File: config.mk
export PLATFORM = sky130hd
export DESIGN_NAME = tbsr_top
export DESIGN_NICKNAME = d
export VERILOG_FILES = /design/src/tbsr_pkg.sv /design/src/tbsr_fifo2.sv /design/src/tbsr_mem.sv /design/src/tbsr_top.sv
export SDC_FILE = /design/constraint.sdc
export NUM_CORES = 2
export LEC_CHECK = 0
export BUFFER_PORTS_ARGS = -buffer_cell sky130_fd_sc_hd__buf_4
export CORE_MARGIN = 10
export CORE_UTILIZATION = 50
export CTS_CLUSTER_DIAMETER = 30
export DETAILED_ROUTE_END_ITERATION = 10
export PLACE_DENSITY_LB_ADDON = 0.1
export SYNTH_ARGS = -nofsm -noshare
export SYNTH_HDL_FRONTEND = slang
export SYNTH_SLANG_ARGS = --single-unit
File: constraint.sdc
create_clock -name ref_clk_in -period 8.2 [get_ports ref_clk_in]
set_input_delay 2.46 -clock ref_clk_in [delete_from_list [all_inputs] [get_ports ref_clk_in]]
set_output_delay 2.46 -clock ref_clk_in [all_outputs]
set_load 0.02 [all_outputs]
File: src/tbsr_pkg.sv
// Package of constants and types for the trace buffer timestamp_enable and readout block.
// Functional notes
// - Mid trigger marks line, closes it, forces base.
// - PC arriving with trigger stays on marked line.
// - Info byte holds three-bit payload byte count.
// - Base flag marks lowest byte of full PC starting in bytes 0 to 3.
// - Compressed PC mode records no timestamps or events.
// - Stamping stores 16-bit counter with every entry.
// - Timestamp_enable equals core cycles since last entry minus one.
// - First entry of a session stamps zero.
// - Counter at all ones forces entry with overflow flag.
// - Comparator D match forces entry with comparator flag.
// - Comparator D reaches sequencer only when selected.
// - Comparator forced entry stores the previous PC.
// - Readout only disarmed and traced; arming locks buffer.
// - Aligned word write unlocks; aligned word reads only.
// - Refused reads return 0xEE, pointer unchanged.
// - Profiling enabled blocks valid readout data.
// - Oldest first; line count not decremented by reads.
// - Pointer starts at oldest; aligned write re-points it.
// - After last line the pointer wraps to line 0.
// - Low word of each line first, every byte returned.
// - Reset keeps buffer contents and line count.
// - Reset clears readout pointer; write restores it.
package tbsr_pkg;
   localparam int unsigned TBSR_DEPTH    = 64;
   localparam int unsigned TBSR_PTR_W    = 6;
   localparam int unsigned TBSR_CNT_W    = 7;
   localparam int unsigned TBSR_LINE_W   = 64;
   localparam int unsigned TBSR_WORD_W   = 32;
   localparam int unsigned TBSR_TS_W     = 16;
   localparam int unsigned TBSR_PC_W     = 24;
   localparam int unsigned TBSR_PAYLOAD  = 7;
   localparam int unsigned TBSR_TS_LSB   = 48;
   localparam int unsigned TBSR_TSI_LSB  = 24;
   localparam int unsigned TBSR_INFO_LSB = 56;
   // Timestamp_enable info byte bit positions.
   localparam int unsigned TSI_CTI  = 3;
   localparam int unsigned TSI_PC   = 2;
   localparam int unsigned TSI_TAG  = 1;
   localparam int unsigned TSI_TIMESTAMP_OVERFLOW_FLAG = 0;
   localparam logic [15:0] TS_ALL_ONES = 16'hFFFF;
   localparam logic [15:0] TS_ZERO     = 16'h0000;
   localparam logic [31:0] RD_REFUSED  = 32'h0000_00EE;
   localparam logic [2:0]  PAYLOAD_ENTRY_COUNT_ZERO   = 3'h0;
   localparam logic [2:0]  PAYLOAD_ENTRY_COUNT_ONE    = 3'h1;
   localparam logic [2:0]  BASE_BYTES  = 3'h3;
   localparam logic [2:0]  COMP_LIMIT  = 3'h3;
   localparam logic [2:0]  PAYLOAD_ENTRY_COUNT_MAX    = 3'h7;
   localparam logic [6:0]  CNT_FULL    = 7'h40;
   localparam logic [6:0]  CNT_ONE     = 7'h01;
   localparam logic [5:0]  PTR_ONE     = 6'h01;

   typedef enum logic [1:0] {
      TBSR_NORMAL  = 2'b00,
      TBSR_LOOP    = 2'b01,
      TBSR_DETAIL  = 2'b10,
      TBSR_PURE_PC = 2'b11
   } tbsr_mode_e;

   typedef struct packed {
      logic       armed;
      logic       trigger;
      logic       mid_align;
      logic       trace_source_select;
      logic       profiling_enable;
      logic       timestamp_enable;
      logic       comparator_timestamp_enable_enable;
      logic       comp_d_seq_select;
      tbsr_mode_e mode;
   } tbsr_ctrl_s;

   typedef struct packed {
      logic        valid;
      logic [23:0] pc;
   } tbsr_pc_s;

   typedef struct packed {
      logic        req;
      logic [63:0] data;
   } tbsr_entry_s;

   typedef struct packed {
      logic rd;
      logic wr;
      logic aligned;
      logic word;
   } tbsr_port_s;

   typedef struct packed {
      logic        armed_prev;
      logic        locked;
      logic [15:0] ts;
      logic        first;
      logic [23:0] prev_pc;
      logic [23:0] last_pc;
      logic        need_base;
      logic [55:0] line;
      logic [6:0]  nb;
      logic [2:0]  payload_entry_count;
      logic [5:0]  wr_ptr;
      logic [6:0]  line_cnt;
      logic [5:0]  rd_ptr;
      logic [6:0]  rd_num;
      logic        rd_hi;
      logic        pend;
      logic        pend_hi;
      logic        rdy;
      logic        comp_seq;
   } tbsr_state_s;
endpackage : tbsr_pkg

File: src/tbsr_fifo2.sv
// Two-entry buffer with valid and ready on both sides.
`timescale 1ns/10ps
`default_nettype none
module tbsr_fifo2
   import tbsr_pkg::*;
#(
   parameter int unsigned W = TBSR_WORD_W
)
(
   input  wire logic         ref_clk_in,  // core clock
   input  wire logic         rst_n_in,    // synchronous reset, active low
   input  wire logic         in_valid_in, // word offered
   output logic              in_ready_out,// room for a word
   input  wire logic [W-1:0] in_data_in,  // word in
   output logic              out_valid_out,// word available
   input  wire logic         out_ready_in, // receiver takes word
   output logic      [W-1:0] out_data_out, // word out
   output logic              empty_out     // no word held
);
   // Valid is kept as its own flop so the reader sees it straight from a register.
   typedef struct packed {
      logic [W-1:0] e0;
      logic [W-1:0] e1;
      logic [1:0]   cnt;
      logic         v;
   } tbsr_fifo_state_s;

   tbsr_fifo_state_s st_q;
   tbsr_fifo_state_s st_d;
   logic             push;
   logic             pop;

   always_comb
   begin
      st_d = st_q;
      push = in_valid_in && (st_q.cnt != 2'h2);
      pop  = out_ready_in && (st_q.cnt != 2'h0);
      if (pop)
      begin
         st_d.e0 = st_q.e1;
      end
      if (push)
      begin
         if (st_d.cnt - {1'b0, pop} == 2'h0)
         begin
            st_d.e0 = in_data_in;
         end
         else
         begin
            st_d.e1 = in_data_in;
         end
      end
      st_d.cnt = st_q.cnt + {1'b0, push} - {1'b0, pop};
      if (!rst_n_in)
      begin
         st_d.cnt = 2'h0;
      end
      st_d.v = (st_d.cnt != 2'h0);
   end

   always_ff @(posedge ref_clk_in)
   begin
      st_q <= st_d;
   end

   assign in_ready_out   = st_q.cnt != 2'h2;
   assign out_valid_out  = st_q.v;
   assign out_data_out   = st_q.e0;
   assign empty_out      = st_q.cnt == 2'h0;
endmodule // tbsr_fifo2
`default_nettype wire

File: src/tbsr_mem.sv
// Trace line store with registered read data and no reset.
`timescale 1ns/10ps
`default_nettype none
module tbsr_mem
   import tbsr_pkg::*;
#(
   parameter int unsigned DEPTH = TBSR_DEPTH,
   parameter int unsigned AW    = TBSR_PTR_W,
   parameter int unsigned W     = TBSR_LINE_W
)
(
   input  wire logic          ref_clk_in,   // core clock
   input  wire logic          we_in,        // write strobe
   input  wire logic [AW-1:0] waddr_in,     // write line
   input  wire logic [W-1:0]  wdata_in,     // write data
   input  wire logic [AW-1:0] raddr_in,     // read line
   output logic      [W-1:0]  rdata_out     // read data, one cycle later
);
   logic [W-1:0] mem_q [DEPTH];

   // Contents survive system reset so a pre-reset session stays readable.
   always_ff @(posedge ref_clk_in)
   begin
      if (we_in)
      begin
         mem_q[waddr_in] <= wdata_in;
      end
      rdata_out <= mem_q[raddr_in];
   end
endmodule // tbsr_mem
`default_nettype wire

File: src/tbsr_top.sv
// Trace line assembly, timestamping and locked FIFO readout of the trace buffer.
`timescale 1ns/10ps
`default_nettype none
module tbsr_top
   import tbsr_pkg::*;
(
   input  wire logic        ref_clk_in,        // core clock, 20 MHz
   input  wire logic        rst_n_in,          // system reset, active low
   input  wire tbsr_ctrl_s  ctrl_in,           // debug unit control bits
   input  wire logic        comp_d_match_in,   // comparator D hit
   input  wire tbsr_pc_s    pc_in,             // executed PC for compressed mode
   input  wire logic        pc_full_in,        // capture logic forces a full entry
   input  wire tbsr_entry_s entry_in,          // stamped-mode entry from capture logic
   input  wire tbsr_port_s  port_in,           // trace buffer port access
   output logic             rd_ready_out,      // port can take a read
   output logic             rd_valid_out,      // read word available
   input  wire logic        rd_ready_in,       // reader takes the word
   output logic [31:0]      rd_data_out,       // read word
   output logic [6:0]       line_count_out,    // valid line count
   output logic             locked_out,        // buffer locked against reading
   output logic             comp_d_seq_out     // comparator D toward sequencer
);
   tbsr_state_s st_q;
   tbsr_state_s st_d;
   logic        wr_now;
   logic [63:0] wr_data;
   logic [63:0] mem_rdata;
   logic [5:0]  oldest;
   logic        stamping;
   logic        force_ovf;
   logic        force_cmp;
   logic        rd_ok;
   logic        rd_acc;
   logic        refused;
   logic        push_v;
   logic [31:0] push_d;
   logic        f_empty;
   logic        close;
   logic        compressed;
   logic [7:0]  info;
   logic [7:0]  tsinf;
   logic        arm_rise;
   logic        arm_fall;

   always_comb
   begin
      st_d     = st_q;
      wr_now   = 1'b0;
      wr_data  = '0;
      close    = 1'b0;
      info     = '0;
      tsinf    = '0;
      arm_rise = ctrl_in.armed && !st_q.armed_prev;
      arm_fall = !ctrl_in.armed && st_q.armed_prev;
      oldest   = (st_q.line_cnt == CNT_FULL) ? st_q.wr_ptr : '0;
      st_d.armed_prev = ctrl_in.armed;
      st_d.comp_seq = comp_d_match_in && ctrl_in.comp_d_seq_select;
      stamping = ctrl_in.armed && ctrl_in.timestamp_enable
                 && (ctrl_in.mode != TBSR_PURE_PC);
      force_ovf = stamping && (st_q.ts == TS_ALL_ONES);
      force_cmp = stamping && ctrl_in.comparator_timestamp_enable_enable
                  && comp_d_match_in;
      compressed = !pc_full_in && !st_q.need_base && (st_q.payload_entry_count <= COMP_LIMIT)
                   && (pc_in.pc[23:8] == st_q.last_pc[23:8]);
      if (arm_rise)
      begin
         // A new session starts an empty buffer; the count is kept until then.
         st_d.ts        = TS_ZERO;
         st_d.first     = 1'b1;
         st_d.need_base = 1'b1;
         st_d.wr_ptr    = '0;
         st_d.line_cnt  = '0;
         st_d.payload_entry_count      = PAYLOAD_ENTRY_COUNT_ZERO;
         st_d.nb        = '0;
         st_d.line      = '0;
      end
      else if (ctrl_in.armed && ctrl_in.mode == TBSR_PURE_PC)
      begin
         if (pc_in.valid)
         begin
            st_d.last_pc = pc_in.pc;
            if (compressed)
            begin
               st_d.line[8*st_q.payload_entry_count +: 8] = pc_in.pc[7:0];
               st_d.payload_entry_count = st_q.payload_entry_count + PAYLOAD_ENTRY_COUNT_ONE;
            end
            else
            begin
               for (int k = 0; k < 3; k++)
               begin
                  if (int'(st_q.payload_entry_count) + k < TBSR_PAYLOAD)
                  begin
                     st_d.line[8*(int'(st_q.payload_entry_count)+k) +: 8] = pc_in.pc[8*k +: 8];
                  end
               end
               st_d.nb[st_q.payload_entry_count] = 1'b1;
               st_d.payload_entry_count = st_q.payload_entry_count + BASE_BYTES;
               st_d.need_base = 1'b0;
               close = (st_q.payload_entry_count + BASE_BYTES) > COMP_LIMIT;
            end
         end
         // A PC taken with the trigger stays on the marked line.
         if (ctrl_in.trigger && ctrl_in.mid_align)
         begin
            close          = 1'b1;
            info[7]        = 1'b1;
            st_d.need_base = 1'b1;
         end
      end
      else if (arm_fall && st_q.payload_entry_count != PAYLOAD_ENTRY_COUNT_ZERO)
      begin
         close = 1'b1;
      end
      else if (stamping)
      begin
         st_d.ts = st_q.ts + 16'h0001;
         if (pc_in.valid)
         begin
            st_d.prev_pc = pc_in.pc;
         end
         if (entry_in.req || force_ovf || force_cmp)
         begin
            tsinf[TSI_TAG]  = 1'b1;
            tsinf[TSI_TIMESTAMP_OVERFLOW_FLAG] = force_ovf;
            tsinf[TSI_CTI]  = force_cmp;
            tsinf[TSI_PC]   = 1'b1;
            wr_now  = 1'b1;
            wr_data = entry_in.req ? entry_in.data : {40'h0, st_q.prev_pc};
            wr_data[TBSR_TSI_LSB +: 8] = tsinf;
            wr_data[TBSR_TS_LSB +: 16] = st_q.first ? TS_ZERO : st_q.ts;
            st_d.ts    = TS_ZERO;
            st_d.first = 1'b0;
         end
      end
      if (close)
      begin
         info[6:4] = (st_d.payload_entry_count > PAYLOAD_ENTRY_COUNT_MAX) ? PAYLOAD_ENTRY_COUNT_MAX : st_d.payload_entry_count;
         info[3:0] = st_d.nb[3:0];
         wr_now  = 1'b1;
         wr_data = {info, st_d.line};
         st_d.payload_entry_count = PAYLOAD_ENTRY_COUNT_ZERO;
         st_d.nb   = '0;
         st_d.line = '0;
      end
      if (wr_now)
      begin
         st_d.wr_ptr = st_q.wr_ptr + PTR_ONE;
         if (st_q.line_cnt != CNT_FULL)
         begin
            st_d.line_cnt = st_q.line_cnt + CNT_ONE;
         end
      end

      // Readout side.
      if (ctrl_in.armed)
      begin
         st_d.locked = 1'b1;
      end
      rd_ok = !ctrl_in.armed && !st_q.locked && ctrl_in.trace_source_select
              && !ctrl_in.profiling_enable
              && port_in.aligned && port_in.word;
      rd_acc  = port_in.rd && st_q.rdy;
      refused = rd_acc && !rd_ok;
      st_d.pend    = rd_acc && rd_ok;
      st_d.pend_hi = st_q.rd_hi;
      if (rd_acc && rd_ok)
      begin
         st_d.rd_hi = !st_q.rd_hi;
         if (st_q.rd_hi)
         begin
            if (st_q.rd_num + CNT_ONE >= st_q.line_cnt)
            begin
               st_d.rd_ptr = '0;
               st_d.rd_num = '0;
            end
            else
            begin
               st_d.rd_ptr = st_q.rd_ptr + PTR_ONE;
               st_d.rd_num = st_q.rd_num + CNT_ONE;
            end
         end
      end
      if (port_in.wr && port_in.aligned && port_in.word && !ctrl_in.armed)
      begin
         st_d.locked = 1'b0;
         st_d.rd_ptr = oldest;
         st_d.rd_num = '0;
         st_d.rd_hi  = 1'b0;
      end
      if (arm_fall)
      begin
         st_d.rd_ptr = '0;
         st_d.rd_num = '0;
         st_d.rd_hi  = 1'b0;
      end
      // Reads are taken only with the buffer drained, so no answer is ever dropped.
      st_d.rdy = !rd_acc && !st_d.pend && !st_q.pend && f_empty;
      if (!rst_n_in)
      begin
         // Line count and write pointer survive so the old session stays readable.
         st_d.armed_prev = 1'b0;
         st_d.locked     = 1'b1;
         st_d.ts         = TS_ZERO;
         st_d.first      = 1'b1;
         st_d.need_base  = 1'b1;
         st_d.payload_entry_count       = PAYLOAD_ENTRY_COUNT_ZERO;
         st_d.nb         = '0;
         st_d.rd_ptr     = '0;
         st_d.rd_num     = '0;
         st_d.rd_hi      = 1'b0;
         st_d.pend       = 1'b0;
         st_d.rdy        = 1'b0;
         st_d.comp_seq   = 1'b0;
         st_d.line_cnt   = st_q.line_cnt;
      end
      push_v = st_q.pend || refused;
      push_d = refused ? RD_REFUSED
             : (st_q.pend_hi ? mem_rdata[63:32] : mem_rdata[31:0]);
   end

   always_ff @(posedge ref_clk_in)
   begin
      st_q <= st_d;
   end

   tbsr_mem u_mem (
      .ref_clk_in (ref_clk_in),
      .we_in      (wr_now),
      .waddr_in   (st_q.wr_ptr),
      .wdata_in   (wr_data),
      .raddr_in   (st_q.rd_ptr),
      .rdata_out  (mem_rdata)
   );

   tbsr_fifo2 #(.W(TBSR_WORD_W)) u_fifo (
      .ref_clk_in     (ref_clk_in),
      .rst_n_in       (rst_n_in),
      .in_valid_in    (push_v),
      .in_ready_out   (),
      .in_data_in     (push_d),
      .out_valid_out  (rd_valid_out),
      .out_ready_in   (rd_ready_in),
      .out_data_out   (rd_data_out),
      .empty_out      (f_empty)
   );

   assign rd_ready_out   = st_q.rdy;
   assign line_count_out = st_q.line_cnt;
   assign locked_out     = st_q.locked;
   assign comp_d_seq_out = st_q.comp_seq;
endmodule // tbsr_top
`default_nettype wire

==> results.md <==
- Post-route ant nets: 0
- CP arrival: around 6.8 ns
- Post-DP HPWL: around 260000 um
- Routed vias: 85900
- CTS Root Cell: clkbuf_16
- Crit-path max FO: 31
- Clock sinks: approximately 4400
- Peak supply drop: 0.2266 mV
- Total CTS buffers: 803
- Post-cts resize count: 0
- Final Cycle Share: 0.7375
- Clk_lat worst skew: approximately 1.1 ns
- Largest net degree at the start of global routing: about 140
- Most used cell, CP: buf_4
- GRT Total Usage: 0.2649
- Die extent in y: approximately 600 um
- CTS tree: yes
- Core footprint: 0.3374 mm^2
- Largest area contributor in the netlist: edfxtp_1
- Status: finished, final reports clean
- Fraction of the yosys area taken by sequential cells: 0.7630
- Synth top area cells: edfxtp_1, mux4_2, dfxtp_1, mux2i_1, nor2_1
- Die area: 0.3633 mm^2
- CTS H-Tree Depth: 6
- Top FF cell, synth: edfxtp_1
- Worst-path cell chain: inv_1 > ha_1 > or2_2 > o21ai_1 > nand3_1 > a21oi_1 > nor3_1 > buf_4 > or3_1 > nor2_4 > buf_4
- Area delta synth->final: 21.74%
- Critical path's slowest cell: nor2_4
- Post-Syn Area: 0.1698 mm^2
- Initial Util: 0.5032
- Pwr/cell area: around 290 mW/mm^2
- Number of global-route vias before repair: just under 90000
- I/O Pins: 152
- Drt drc: 0
- Clk_skew: 0.05614 ns
- First-pass GRT wire length: 681900 um
- Reg clk slew, reported paths: 0.05 ns
- Register bit total from synthesis: 4381
- Postcts setup bufs: 0
- Commonest non-fill, non-tap cell in the layout: edfxtp_1
- Relative slew slack: 0.1350
- RePlAce Congestion: approximately 0.9
- GR Overflow Total: 0
- Worst slew pin tran: 1.298 ns
- Distinct cell type count after synthesis: 74
- Critical Path Sink Type: flip-flop
- Share of flip-flops with an asynchronous set or reset: 0
- Crit path kind: reg -> reg
- Post-Route WL: around 490000 um
- # rows: roughly 210
- Synthesized netlist cell count: 7474
- Final setup vio count: 0
- Highest clock rate: 0.1653 GHz
- Post-synthesis average cell area: between 20 and 25 um^2
- Deepest clock path buffer count: 4
- Synth top area share: 0.7394
- Fin nets: 8365
- Syn_nets: around 7600
- CP Launch Type: flip-flop
- Maxcap violations: 0
- Hold Crit Class: reg -> reg
- DR iter-0 viols: 10930
- Share of post-route cells with drive strength above 1: 0.3663
- Setup TNS: 0 ns
- Die W: around 600 um
- Antenna violations before repair: 14
- Port buffer count: about 130
- Tmin final: 6.048 ns
- RSZ-0062 raised after global routing: no
- Drt via density: ~6.4
- TritonRoute pass-1 iters: 6
- Max incr delay on CP: between 0.9 and 1 ns
- Synthesis Warnings: 0
- Fin. Hold Viols: 0
- Drt wl/cell: 36.27 um
- Number of synthesized flops with an enable pin: 4181
- Most frequent cells in the layout: edfxtp_1, mux4_2, clkbuf_16
- Required @ worst endpoint: a little under 9 ns
- Leak pwr: 69.90 nW
- CTS Hold Bufs: 0
- Slew Limit Fails: 0
- Power Total: ~0.06 W
## cell usage after synthesis, types with 9 or more instances
cell type,count
edfxtp_1,4181
a221oi_1,30
a22oi_1,17
a21o_1,11
nand3_1,60
nor2_1,262
o21ai_0,68
o22ai_1,39
nand2_1,128
or2_2,9
a31oi_1,11
and2_1,22
inv_1,24
a211o_1,32
dfxtp_1,200
xor2_1,16
a22o_1,20
nor2b_1,26
clkbuf_1,261
and3_1,23
o221ai_1,11
nor3_1,24
a21oi_1,105
mux2i_1,111
a2bb2oi_1,12
buf_1,57
nand4_1,16
a211oi_1,19
ha_1,31
xnor2_1,31
o211ai_1,16
nand2b_1,17
mux4_2,1344
nor4_1,9
buf_2,105
buf_4,40
## logic make-up (layout without fill, tap and decap cells)
kind of cell / after synthesis / in the layout / share of synthesized area
buffers and inverters: 490 / 1953 / 0.01259
DFF: 4381 / 4381 / 0.7630
xor gates and xnor gates: 47 / 47 / 0.002424
AOI/OAI and AO/OA: 437 / 437 / 0.01752
muxes: 1456 / 1456 / 0.1849
adders and majority gates: 31 / 31 / 0.002284
other: 0 / 29 / 0
and+or+nand+nor: 632 / 632 / 0.01729
## critical path, delay by kind of cell (launching register included)
family / cells / cell delay, ns
and+or+nand+nor: 5 / 2.30
AOI/OAI and AO/OA: 2 / 1.12
buffers and inverters: 3 / 1.16
DFF: 1 / 0.63
adders and majority gates: 1 / 0.34
## where the power goes
part	internal [W]	switching (W)	leakage [nW]
Sequential	0.0244	0.000117	44.4
Combinational	0.000340	0.000646	12.1
Clock	0.0220	0.0116	13.4
## through the flow
step / utilization / instances / cell area, um^2 / hold slack (ns) / worst slack, ns
2_1_floorplan: - / 7474 / 169800 / 0.3646 / 0.6742
3_3_place_gp: 0.5292 / 11940 / 178500 / 0.3648 / 1.295
3_5_place_dp: 0.5292 / 11940 / 178500 / 0.3685 / 1.287
4_1_cts: 0.6124 / 13450 / 206600 / 0.3725 / 2.361
5_1_grt: 0.6126 / 13480 / 206700 / 0.3835 / 2.107
6_report: 0.6127 / 13480 / 206700 / 0.3795 / 2.152
## layout make-up
class / count / area (um^2)
Sequential cell: 4381 / 129600
Tap cell: 4515 / 5649
Timing Repair Buffer: 412 / 3894
Clock buffer: 903 / 20780
Antenna cell: 29 / 72.57
Fill cell: 23430 / 130700
Clock inverter: 614 / 7317
Multi-Input combinational cell: 2603 / 39320
Inverter: 24 / 90.09
## state kept, by name (all words and copies together), names as in the netlist
signal,count
rd_ready_out,1
comp_d_seq_out,1
u_fifo.out_valid_out,1
st_d,1
u_mem.rdata_out,64
u_fifo.st_q,34
line_count_out,7
locked_out,1
u_fifo.out_data_out,32
u_mem.mem_q,4096
st_q,143
## final timing paths
| check | depth (start not counted) | endpoint | startpoint | slack, ns |
|---|---|---|---|---|
| hold reg to reg | 0 | st_q[2]$_DFF_P_ | st_d[2]$_SDFFE_PP0P_ | 0.38 |
| setup / recovery | 11 | u_mem.mem_q[14][23]$_DFFE_PP_ | st_q[32]$_SDFF_PP0_ | 2.15 |
| setup reg to reg | 11 | u_mem.mem_q[14][23]$_DFFE_PP_ | st_q[32]$_SDFF_PP0_ | 2.15 |
| hold / removal | 0 | st_q[2]$_DFF_P_ | st_d[2]$_SDFFE_PP0P_ | 0.38 |
## layer usage
layer,up-vias,track usage,share of wire
met5,-,0,0.000027
met4,2,0.08690,0.033
met3,791,0.04868,0.080
met2,4142,0.4235,0.49
met1,47130,0.3739,0.40
li1,33840,-,-
(Power assumes the default switching activity.)
